$ cat src/hdl/ext_irq_consts.svh
// Offsets, field positions, reset values and widths of the edge-select block.
`ifndef EXT_IRQ_CONSTS_SVH
`define EXT_IRQ_CONSTS_SVH

`define T3_EDGE_ADDR        32'h0FFFF689
`define T1_EDGE_ADDR        32'h3FFFDA20
`define T3_BITOP_ADDR       32'h3FFFDA28
`define PIN_LEVEL_ADDR      32'h3FFFDA2C

`define T3_EDGE_RESET       8'h00
`define T1_EDGE_RESET       4'h0

`define T3_COUNT_FIELD_LSB  6
`define T3_CLEAR_FIELD_LSB  4
`define T3_IRQ1_FIELD_LSB   2
`define T3_IRQ0_FIELD_LSB   0
`define T1_IRQ_B_FIELD_LSB  2
`define T1_IRQ_A_FIELD_LSB  0

`define BITOP_VALUE_BIT     3
`define BITOP_INDEX_MSB     2

`define EDGE_FALLING        2'h0
`define EDGE_RISING         2'h1
`define EDGE_RESERVED       2'h2
`define EDGE_BOTH           2'h3

`define NUM_EDGE_CH         6

`endif

$ cat src/hdl/ext_irq_pkg.sv
// Types shared by the edge-select block and its users.
package ext_irq_pkg;

    typedef logic [1:0] edge_code_t;

    typedef struct packed {
        edge_code_t count;
        edge_code_t clear;
        edge_code_t irq1;
        edge_code_t irq0;
    } t3_edge_sel_t;

    typedef struct packed {
        edge_code_t irq_b;
        edge_code_t irq_a;
    } t1_edge_sel_t;

    // One bit per input, in channel order: t1 a, t1 b, t3 irq0, t3 irq1, t3 clear, t3 count.
    typedef struct packed {
        logic t3_count;
        logic t3_clear;
        logic t3_irq1;
        logic t3_irq0;
        logic t1_irq_b;
        logic t1_irq_a;
    } edge_vec_t;

    typedef struct packed {
        logic [31:0] addr;
        logic [31:0] wdata;
        logic        wr;
        logic        rd;
    } reg_req_t;

endpackage

$ cat src/hdl/ext_irq_edge_select.sv
// Edge selection and detection for the timer-1 and timer-3 external inputs.
//
// How it works
// - Timer-1 irq A edge code in bits 1..0, B above; 00 fall, 01 rise, 11 both.
// - Each of the four timer-3 inputs has its own edge code, 10 reserved.
// - Timer-3 fields: count 7..6, clear 5..4, irq 31 in 3..2, irq 30 in 1..0.
// - Timer-3 edge register is reachable as a whole byte or by single bits.
// - Changing port mode after edge selection may cause a spurious request.
//
// The address-and-strobe port was decided locally.
`timescale 1ns/1ps
`include "ext_irq_consts.svh"

module ext_irq_edge_select (
    input  wire logic                   clock,
    input  wire logic                   rst_n,
    input  wire ext_irq_pkg::reg_req_t  bus_req,
    output logic [31:0]                 rdata,
    input  wire ext_irq_pkg::edge_vec_t port_mode_control,
    input  wire logic                   t3_count_enable,
    input  wire logic                   t3_clock_enable,
    input  wire logic                   t1_ext_irq_a,
    input  wire logic                   t1_ext_irq_b,
    input  wire logic                   t3_ext_irq_0,
    input  wire logic                   t3_ext_irq_1,
    input  wire logic                   t3_clear_input,
    input  wire logic                   t3_count_input,
    output ext_irq_pkg::edge_vec_t      edge_req
);
    import ext_irq_pkg::*;

    logic         rst_meta_ff;
    logic         rst_sync_ff;
    t3_edge_sel_t t3_sel_ff;
    t3_edge_sel_t nxt_t3_sel;
    t1_edge_sel_t t1_sel_ff;
    t1_edge_sel_t nxt_t1_sel;
    logic [31:0]  nxt_rdata;
    edge_vec_t    pin_vec;
    edge_vec_t    gate_vec;
    edge_vec_t    cur_ff;
    edge_vec_t    prev_ff;
    edge_vec_t    hit_vec;
    edge_vec_t    edge_req_ff;
    edge_code_t   code_vec [`NUM_EDGE_CH];

    // Reset is released through two flip-flops; the whole block uses the copy.
    always_ff @(posedge clock or negedge rst_n) begin
        if (!rst_n) begin
            rst_meta_ff <= 1'b0;
            rst_sync_ff <= 1'b0;
        end else begin
            rst_meta_ff <= 1'b1;
            rst_sync_ff <= rst_meta_ff;
        end
    end

    // Register decode.
    wire       hit_t3    = bus_req.addr == `T3_EDGE_ADDR;
    wire       hit_t1    = bus_req.addr == `T1_EDGE_ADDR;
    wire       hit_bitop = bus_req.addr == `T3_BITOP_ADDR;
    wire       hit_pins  = bus_req.addr == `PIN_LEVEL_ADDR;
    wire       wr_t3     = bus_req.wr && hit_t3;
    wire       wr_t1     = bus_req.wr && hit_t1;
    wire       wr_bitop  = bus_req.wr && hit_bitop;
    wire [2:0] bit_index = bus_req.wdata[`BITOP_INDEX_MSB:0];
    wire       bit_value = bus_req.wdata[`BITOP_VALUE_BIT];

    // A single-bit write changes one bit and leaves the other seven alone.
    logic [7:0] t3_bit_written;
    always_comb begin
        t3_bit_written = t3_sel_ff;
        t3_bit_written[bit_index] = bit_value;
    end

    assign nxt_t3_sel = wr_t3    ? t3_edge_sel_t'(bus_req.wdata[7:0]) :
                        wr_bitop ? t3_edge_sel_t'(t3_bit_written) :
                                   t3_sel_ff;
    assign nxt_t1_sel = wr_t1 ? t1_edge_sel_t'(bus_req.wdata[3:0]) : t1_sel_ff;

    // Unmapped addresses read as zero; reads have no side effect.
    assign nxt_rdata = !bus_req.rd ? 32'h00000000 :
                       hit_t3      ? {24'h000000, t3_sel_ff} :
                       hit_bitop   ? {24'h000000, t3_sel_ff} :
                       hit_t1      ? {28'h0000000, t1_sel_ff} :
                       hit_pins    ? {26'h0000000, cur_ff} :
                                     32'h00000000;

    always_ff @(posedge clock or negedge rst_sync_ff) begin
        if (!rst_sync_ff) begin
            t3_sel_ff <= `T3_EDGE_RESET;
            t1_sel_ff <= `T1_EDGE_RESET;
            rdata     <= 32'h00000000;
        end else begin
            t3_sel_ff <= nxt_t3_sel;
            t1_sel_ff <= nxt_t1_sel;
            rdata     <= nxt_rdata;
        end
    end

    // Per-channel edge codes in channel order.
    assign code_vec[0] = t1_sel_ff.irq_a;
    assign code_vec[1] = t1_sel_ff.irq_b;
    assign code_vec[2] = t3_sel_ff.irq0;
    assign code_vec[3] = t3_sel_ff.irq1;
    assign code_vec[4] = t3_sel_ff.clear;
    assign code_vec[5] = t3_sel_ff.count;

    assign pin_vec = '{t3_count: t3_count_input, t3_clear: t3_clear_input,
                       t3_irq1: t3_ext_irq_1, t3_irq0: t3_ext_irq_0,
                       t1_irq_b: t1_ext_irq_b, t1_irq_a: t1_ext_irq_a};

    // The shared timer-3 pins reach the interrupt path only with both timer enables set.
    wire t3_irq_open = t3_count_enable && t3_clock_enable;
    assign gate_vec = '{t3_count: 1'b1, t3_clear: 1'b1,
                        t3_irq1: t3_irq_open, t3_irq0: t3_irq_open,
                        t1_irq_b: 1'b1, t1_irq_a: 1'b1};

    genvar ch;
    generate
        for (ch = 0; ch < `NUM_EDGE_CH; ch = ch + 1) begin : g_edge
            // Outside pin mode the detector sees a low level, so switching the pin in
            // while it is high looks like a rising edge; the caution on ordering stands.
            wire level = port_mode_control[ch] && pin_vec[ch];
            wire rise  = cur_ff[ch] && !prev_ff[ch];
            wire fall  = !cur_ff[ch] && prev_ff[ch];
            // The reserved code detects nothing rather than guessing an edge.
            assign hit_vec[ch] = gate_vec[ch] && (
                                 (code_vec[ch] == `EDGE_FALLING && fall) ||
                                 (code_vec[ch] == `EDGE_RISING  && rise) ||
                                 (code_vec[ch] == `EDGE_BOTH && (rise || fall)));

            always_ff @(posedge clock or negedge rst_sync_ff) begin
                if (!rst_sync_ff) begin
                    cur_ff[ch]      <= 1'b0;
                    prev_ff[ch]     <= 1'b0;
                    edge_req_ff[ch] <= 1'b0;
                end else begin
                    cur_ff[ch]      <= level;
                    prev_ff[ch]     <= cur_ff[ch];
                    edge_req_ff[ch] <= hit_vec[ch];
                end
            end
        end
    endgenerate

    assign edge_req = edge_req_ff;

endmodule

$ cat config.mk
export PLATFORM = sky130hd
export DESIGN_NAME = ext_irq_edge_select
export DESIGN_NICKNAME = d
export VERILOG_FILES = /design/src/hdl/ext_irq_pkg.sv /design/src/hdl/ext_irq_edge_select.sv
export VERILOG_INCLUDE_DIRS = /design/src /design/src/hdl
export SDC_FILE = /design/constraint.sdc
export NUM_CORES = 1
export LEC_CHECK = 0
export BUFFER_PORTS_ARGS = -buffer_cell sky130_fd_sc_hd__buf_2
export CAP_MARGIN = 20
export CORE_ASPECT_RATIO = 0.6
export CORE_MARGIN = 5
export CORE_UTILIZATION = 50
export DETAILED_ROUTE_END_ITERATION = 16
export PLACE_DENSITY = 0.84
export SYNTH_ARGS = -nofsm -noshare
export SYNTH_HDL_FRONTEND = slang
export SYNTH_SLANG_ARGS = --single-unit
$ cat constraint.sdc
create_clock -name clock -period 2.94 [get_ports clock]
set_input_delay 0.588 -clock clock [delete_from_list [all_inputs] [get_ports clock]]
set_output_delay 0.588 -clock clock [all_outputs]
set_load 0.005 [all_outputs]
==> impl_results.rst <==
.. list-table::
   :header-rows: 1

   * - Metric
     - Value
   * - First drt pass iteration count
     - 4
   * - Clock input transition at the sequential cells of the worst setup and hold paths
     - roughly 0.070 ns
   * - Site Rows
     - 19
   * - Number of different library cells in the post-synthesis netlist
     - 44
   * - Post-cts repair resize count
     - 0
   * - Area share of the leading cell type in the synthesized netlist
     - 41.6%
   * - Sequential Power Share
     - a little under three fifths
   * - Power per unit of standard cell area
     - 361 nW/um2
   * - Count of H-tree levels built during CTS
     - 2
   * - Max Transition Viols Final
     - 0
   * - DRC Markers
     - 0
   * - Ant diodes
     - 0
   * - Net count of the finished layout
     - 397
   * - Relative slew slack
     - 57.7%
   * - Number of buffers added by the clock tree synthesis step
     - 5
   * - Horizontal die dimension
     - around 100 um
   * - Global route overflow
     - 0
   * - Clock power share
     - 32.9%
   * - Worst setup skew after layout
     - 0.00546 ns
   * - Fin crit share
     - 79.3%
   * - GP Congestion
     - ~0.86
   * - Endpoint arrival time on the critical path
     - 2.51 ns
   * - Maximum number of pins on one net before global-route repair
     - 39
   * - Fraction of power spent switching nets
     - 24.2%
   * - Min cycle time layout
     - 2.33 ns
   * - Vias/cell
     - 5.09
   * - Dominant combinational cell family by area after synthesis
     - simple AND/OR/NAND/NOR gates
   * - Combined area of all synthesized cells
     - around 2400 um2
   * - Sw power
     - 249 uW
   * - Cells along the critical path
     - buf_2, or4bb_1, nor3_2, nand3_1, a211oi_1, mux2_2
   * - Fraction of final layout cells with drive strength greater than 1
     - 35.3%
   * - Number of max-capacitance violations reported
     - 0
   * - Unrepaired setup endpoints after global routing
     - no
   * - Sequential area share after synthesis
     - 41.6%
   * - Total global-route track usage
     - ~16%
   * - DRC marker count from the first detailed-route iteration
     - 49
   * - Worst-case clock buffer depth
     - 2
   * - Wire length of the first global-routing pass
     - 8320 um
   * - Peak supply drop
     - 0.211 mV
   * - Static Leak
     - 0.00144 uW
   * - Top Family by Delay on Critical Path
     - simple AND/OR/NAND/NOR gates
   * - Endpoint type of the worst setup path
     - flop
   * - Total internal power
     - 779 uW
   * - Xor-xnor portion of the synthesized cell area
     - 0%
   * - Fraction of synthesized area in multiplexers
     - 9.62%
   * - Antenna violation net count after detailed routing
     - 0
   * - Synth Area in Simple Gates
     - between 20 and 25%
   * - Outcome
     - complete, no violations
   * - Vias after detailed routing
     - 1862
   * - Total setup buffers inserted after CTS
     - 0
   * - Maximum clock frequency
     - around 430 MHz
   * - Clk Latency, worst-skew pair
     - 0.29 ns
   * - Synth Area in Compound Gates
     - 10.5%
   * - CTS tree
     - built
   * - Ports placed on the boundary
     - 120
   * - Final setup violation count
     - 0
   * - Core Area
     - 4610 um2
   * - Number of warning messages in the yosys log
     - 0
   * - Number of antenna violations at the first check in global routing
     - 0
   * - Accumulated negative setup slack
     - 0 ns
   * - Number of buffer cells added on primary ports
     - 71
   * - Initial standard-cell utilization of the core
     - around 52%
   * - Sink Count
     - 40
   * - Wire length reported by the detailed router
     - 5040 um
   * - Required time at the endpoint of the critical path
     - 3.11 ns
   * - Worst Path Class, Setup
     - in -> reg
   * - Element type at the critical path start
     - input pin
   * - Final Hold Viols
     - 0
   * - Die extent in y
     - about 64 um
   * - Via count of the first global-routing pass
     - 1793
   * - Average footprint of a synthesized cell
     - 10.7 um2
   * - Relative area change from synthesis to final layout
     - 18.1%
   * - Number of buffers inserted for hold repair after clock tree synthesis
     - 0
   * - Number of cells produced by synthesis
     - 225
   * - CTS Root Cell
     - sky130_fd_sc_hd__clkbuf_8
   * - Post-DR wirelength/cell
     - 13.8 um
   * - Cell at the slowest stage of the critical path
     - sky130_fd_sc_hd__or4bb_1
   * - Worst hold path class
     - in -> async
   * - Cell types occupying the most area after synthesis
     - sky130_fd_sc_hd__dfrtp_1 (42%), sky130_fd_sc_hd__buf_4 (7.5%), sky130_fd_sc_hd__ha_1 (6.2%), sky130_fd_sc_hd__mux2_2 (6.1%), sky130_fd_sc_hd__a22o_1 (3.6%)
   * - Worst hold margin
     - around 0.07 ns
   * - WP buf/inv
     - 1
   * - Die footprint
     - about 6300 um2
   * - Number of storage elements in the synthesis netlist
     - 40
   * - Post-Synth Adder-Cell Area
     - slightly above 6%
   * - HPWL Detailed
     - 4030 um
   * - Critical-path maximum fanout
     - 7
   * - Reg-to-reg slack, setup
     - 1.76 ns
   * - Slowest Stage Delay on Critical Path
     - between 0.5 and 0.6 ns
   * - Largest area contributor in the synthesized netlist
     - sky130_fd_sc_hd__dfrtp_1
   * - Power share of the combinational group
     - 11.5%
   * - Slew at the pin with the worst max-slew slack
     - 0.634 ns
## placed cells by master (no fill, tap or decap), types with 6 or more instances in the layout
cell type                  instances
sky130_fd_sc_hd__ha_1             12
sky130_fd_sc_hd__nand2_1          13
sky130_fd_sc_hd__mux2_2           13
sky130_fd_sc_hd__buf_2            71
sky130_fd_sc_hd__conb_1           25
sky130_fd_sc_hd__dfrtp_1          40
sky130_fd_sc_hd__a211oi_1          7
sky130_fd_sc_hd__inv_1            14
sky130_fd_sc_hd__nor2_1            8
sky130_fd_sc_hd__and2_1           10
sky130_fd_sc_hd__nand3_1           6
sky130_fd_sc_hd__a22o_1           10
## through the flow
step	power (uW)	std cells	area, um2	setup WS, ns	utilization [%]
after CTS	1040	366	2840	0.624	61.7
final	1030	366	2840	0.608	61.7
after global placement	694	359	2770	0.354	60.0
after global routing	1090	366	2840	0.483	61.7
after floorplan	661	248	2490	0.546	-
after detailed placement	700	359	2770	0.306	60.0
## cells by family after synthesis
kind of cell | count (synthesis)
buffers and inverters | 41
multiplexers | 21
AO/OA/AOI/OAI | 33
flip-flops | 40
other | 2
adder cells (fa/ha/maj) | 12
AND/OR/NAND/NOR | 76
## flip-flops by register name, indices dropped and copies added, names as in the netlist
register,cells
cur_ff,6
edge_req,6
rst_sync_ff,1
rdata,8
code_vec,12
rst_meta_ff,1
prev_ff,6
## synthesized netlist by cell type, drive strengths merged
library cell,number
a211oi,7
a21boi,1
a21oi,5
a22o,10
a22oi,1
a32o,1
and2,10
and3,4
and4bb,1
buf,24
clkbuf,3
conb,2
dfrtp,40
ha,12
inv,14
mux2,17
mux2i,4
nand2,13
nand2b,3
nand3,7
nand3b,1
nand4,5
nand4bb,1
nor2,8
nor2b,1
nor3,6
nor4,5
nor4b,2
o211a,1
o211ai,1
o21ba,1
o22ai,4
o311a,1
or2,2
or3,1
or4b,2
or4bb,4
## cell type report
| cell class | count | area [um2] |
|---|---|---|
| fillers | 402 | 1770 |
| multi-input cells | 167 | 1250 |
| flip-flops and latches | 40 | 1000 |
| repair buffers | 75 | 385 |
| well taps | 63 | 78.8 |
| clock buffers | 6 | 72.6 |
| inverters | 14 | 52.6 |
| clock inverters | 1 | 5.00 |
## power by group through the flow
stage	registers [uW]	clock network (uW)	logic [uW]
finish	572	338	118
global route	573	379	136
CTS	571	349	118
detailed placement	582	0	118
global placement	581	0	112
floorplan	588	0	73.6
## metal layers
layer  up-vias  routed length (um)  global-route usage [%]
met3         3                 355                    4.78
met1       893                2180                    22.6
met5         -                   0                       0
met2        50                2470                    25.4
li1        916                   -                       -
met4         0                  33                    3.75
## final timing paths
path,start,to,cells past startpoint
max,bus_req[39],code_vec[5]$_DFFE_PN0P_,6
min,rst_n,rst_meta_ff$_DFF_PN0_,1
max reg2reg,cur_ff[3]$_DFF_PN0_,edge_req[3]$_DFF_PN0_,5
min reg2reg,rst_sync_ff$_DFF_PN0_,rdata[5]$_DFF_PN0_,1
max in group asynchronous,rst_sync_ff$_DFF_PN0_,code_vec[8]$_DFFE_PN0P_,1
min in group clock,rst_meta_ff$_DFF_PN0_,rst_sync_ff$_DFF_PN0_,0
No activity file was read; power rests on OpenSTA's default activity.
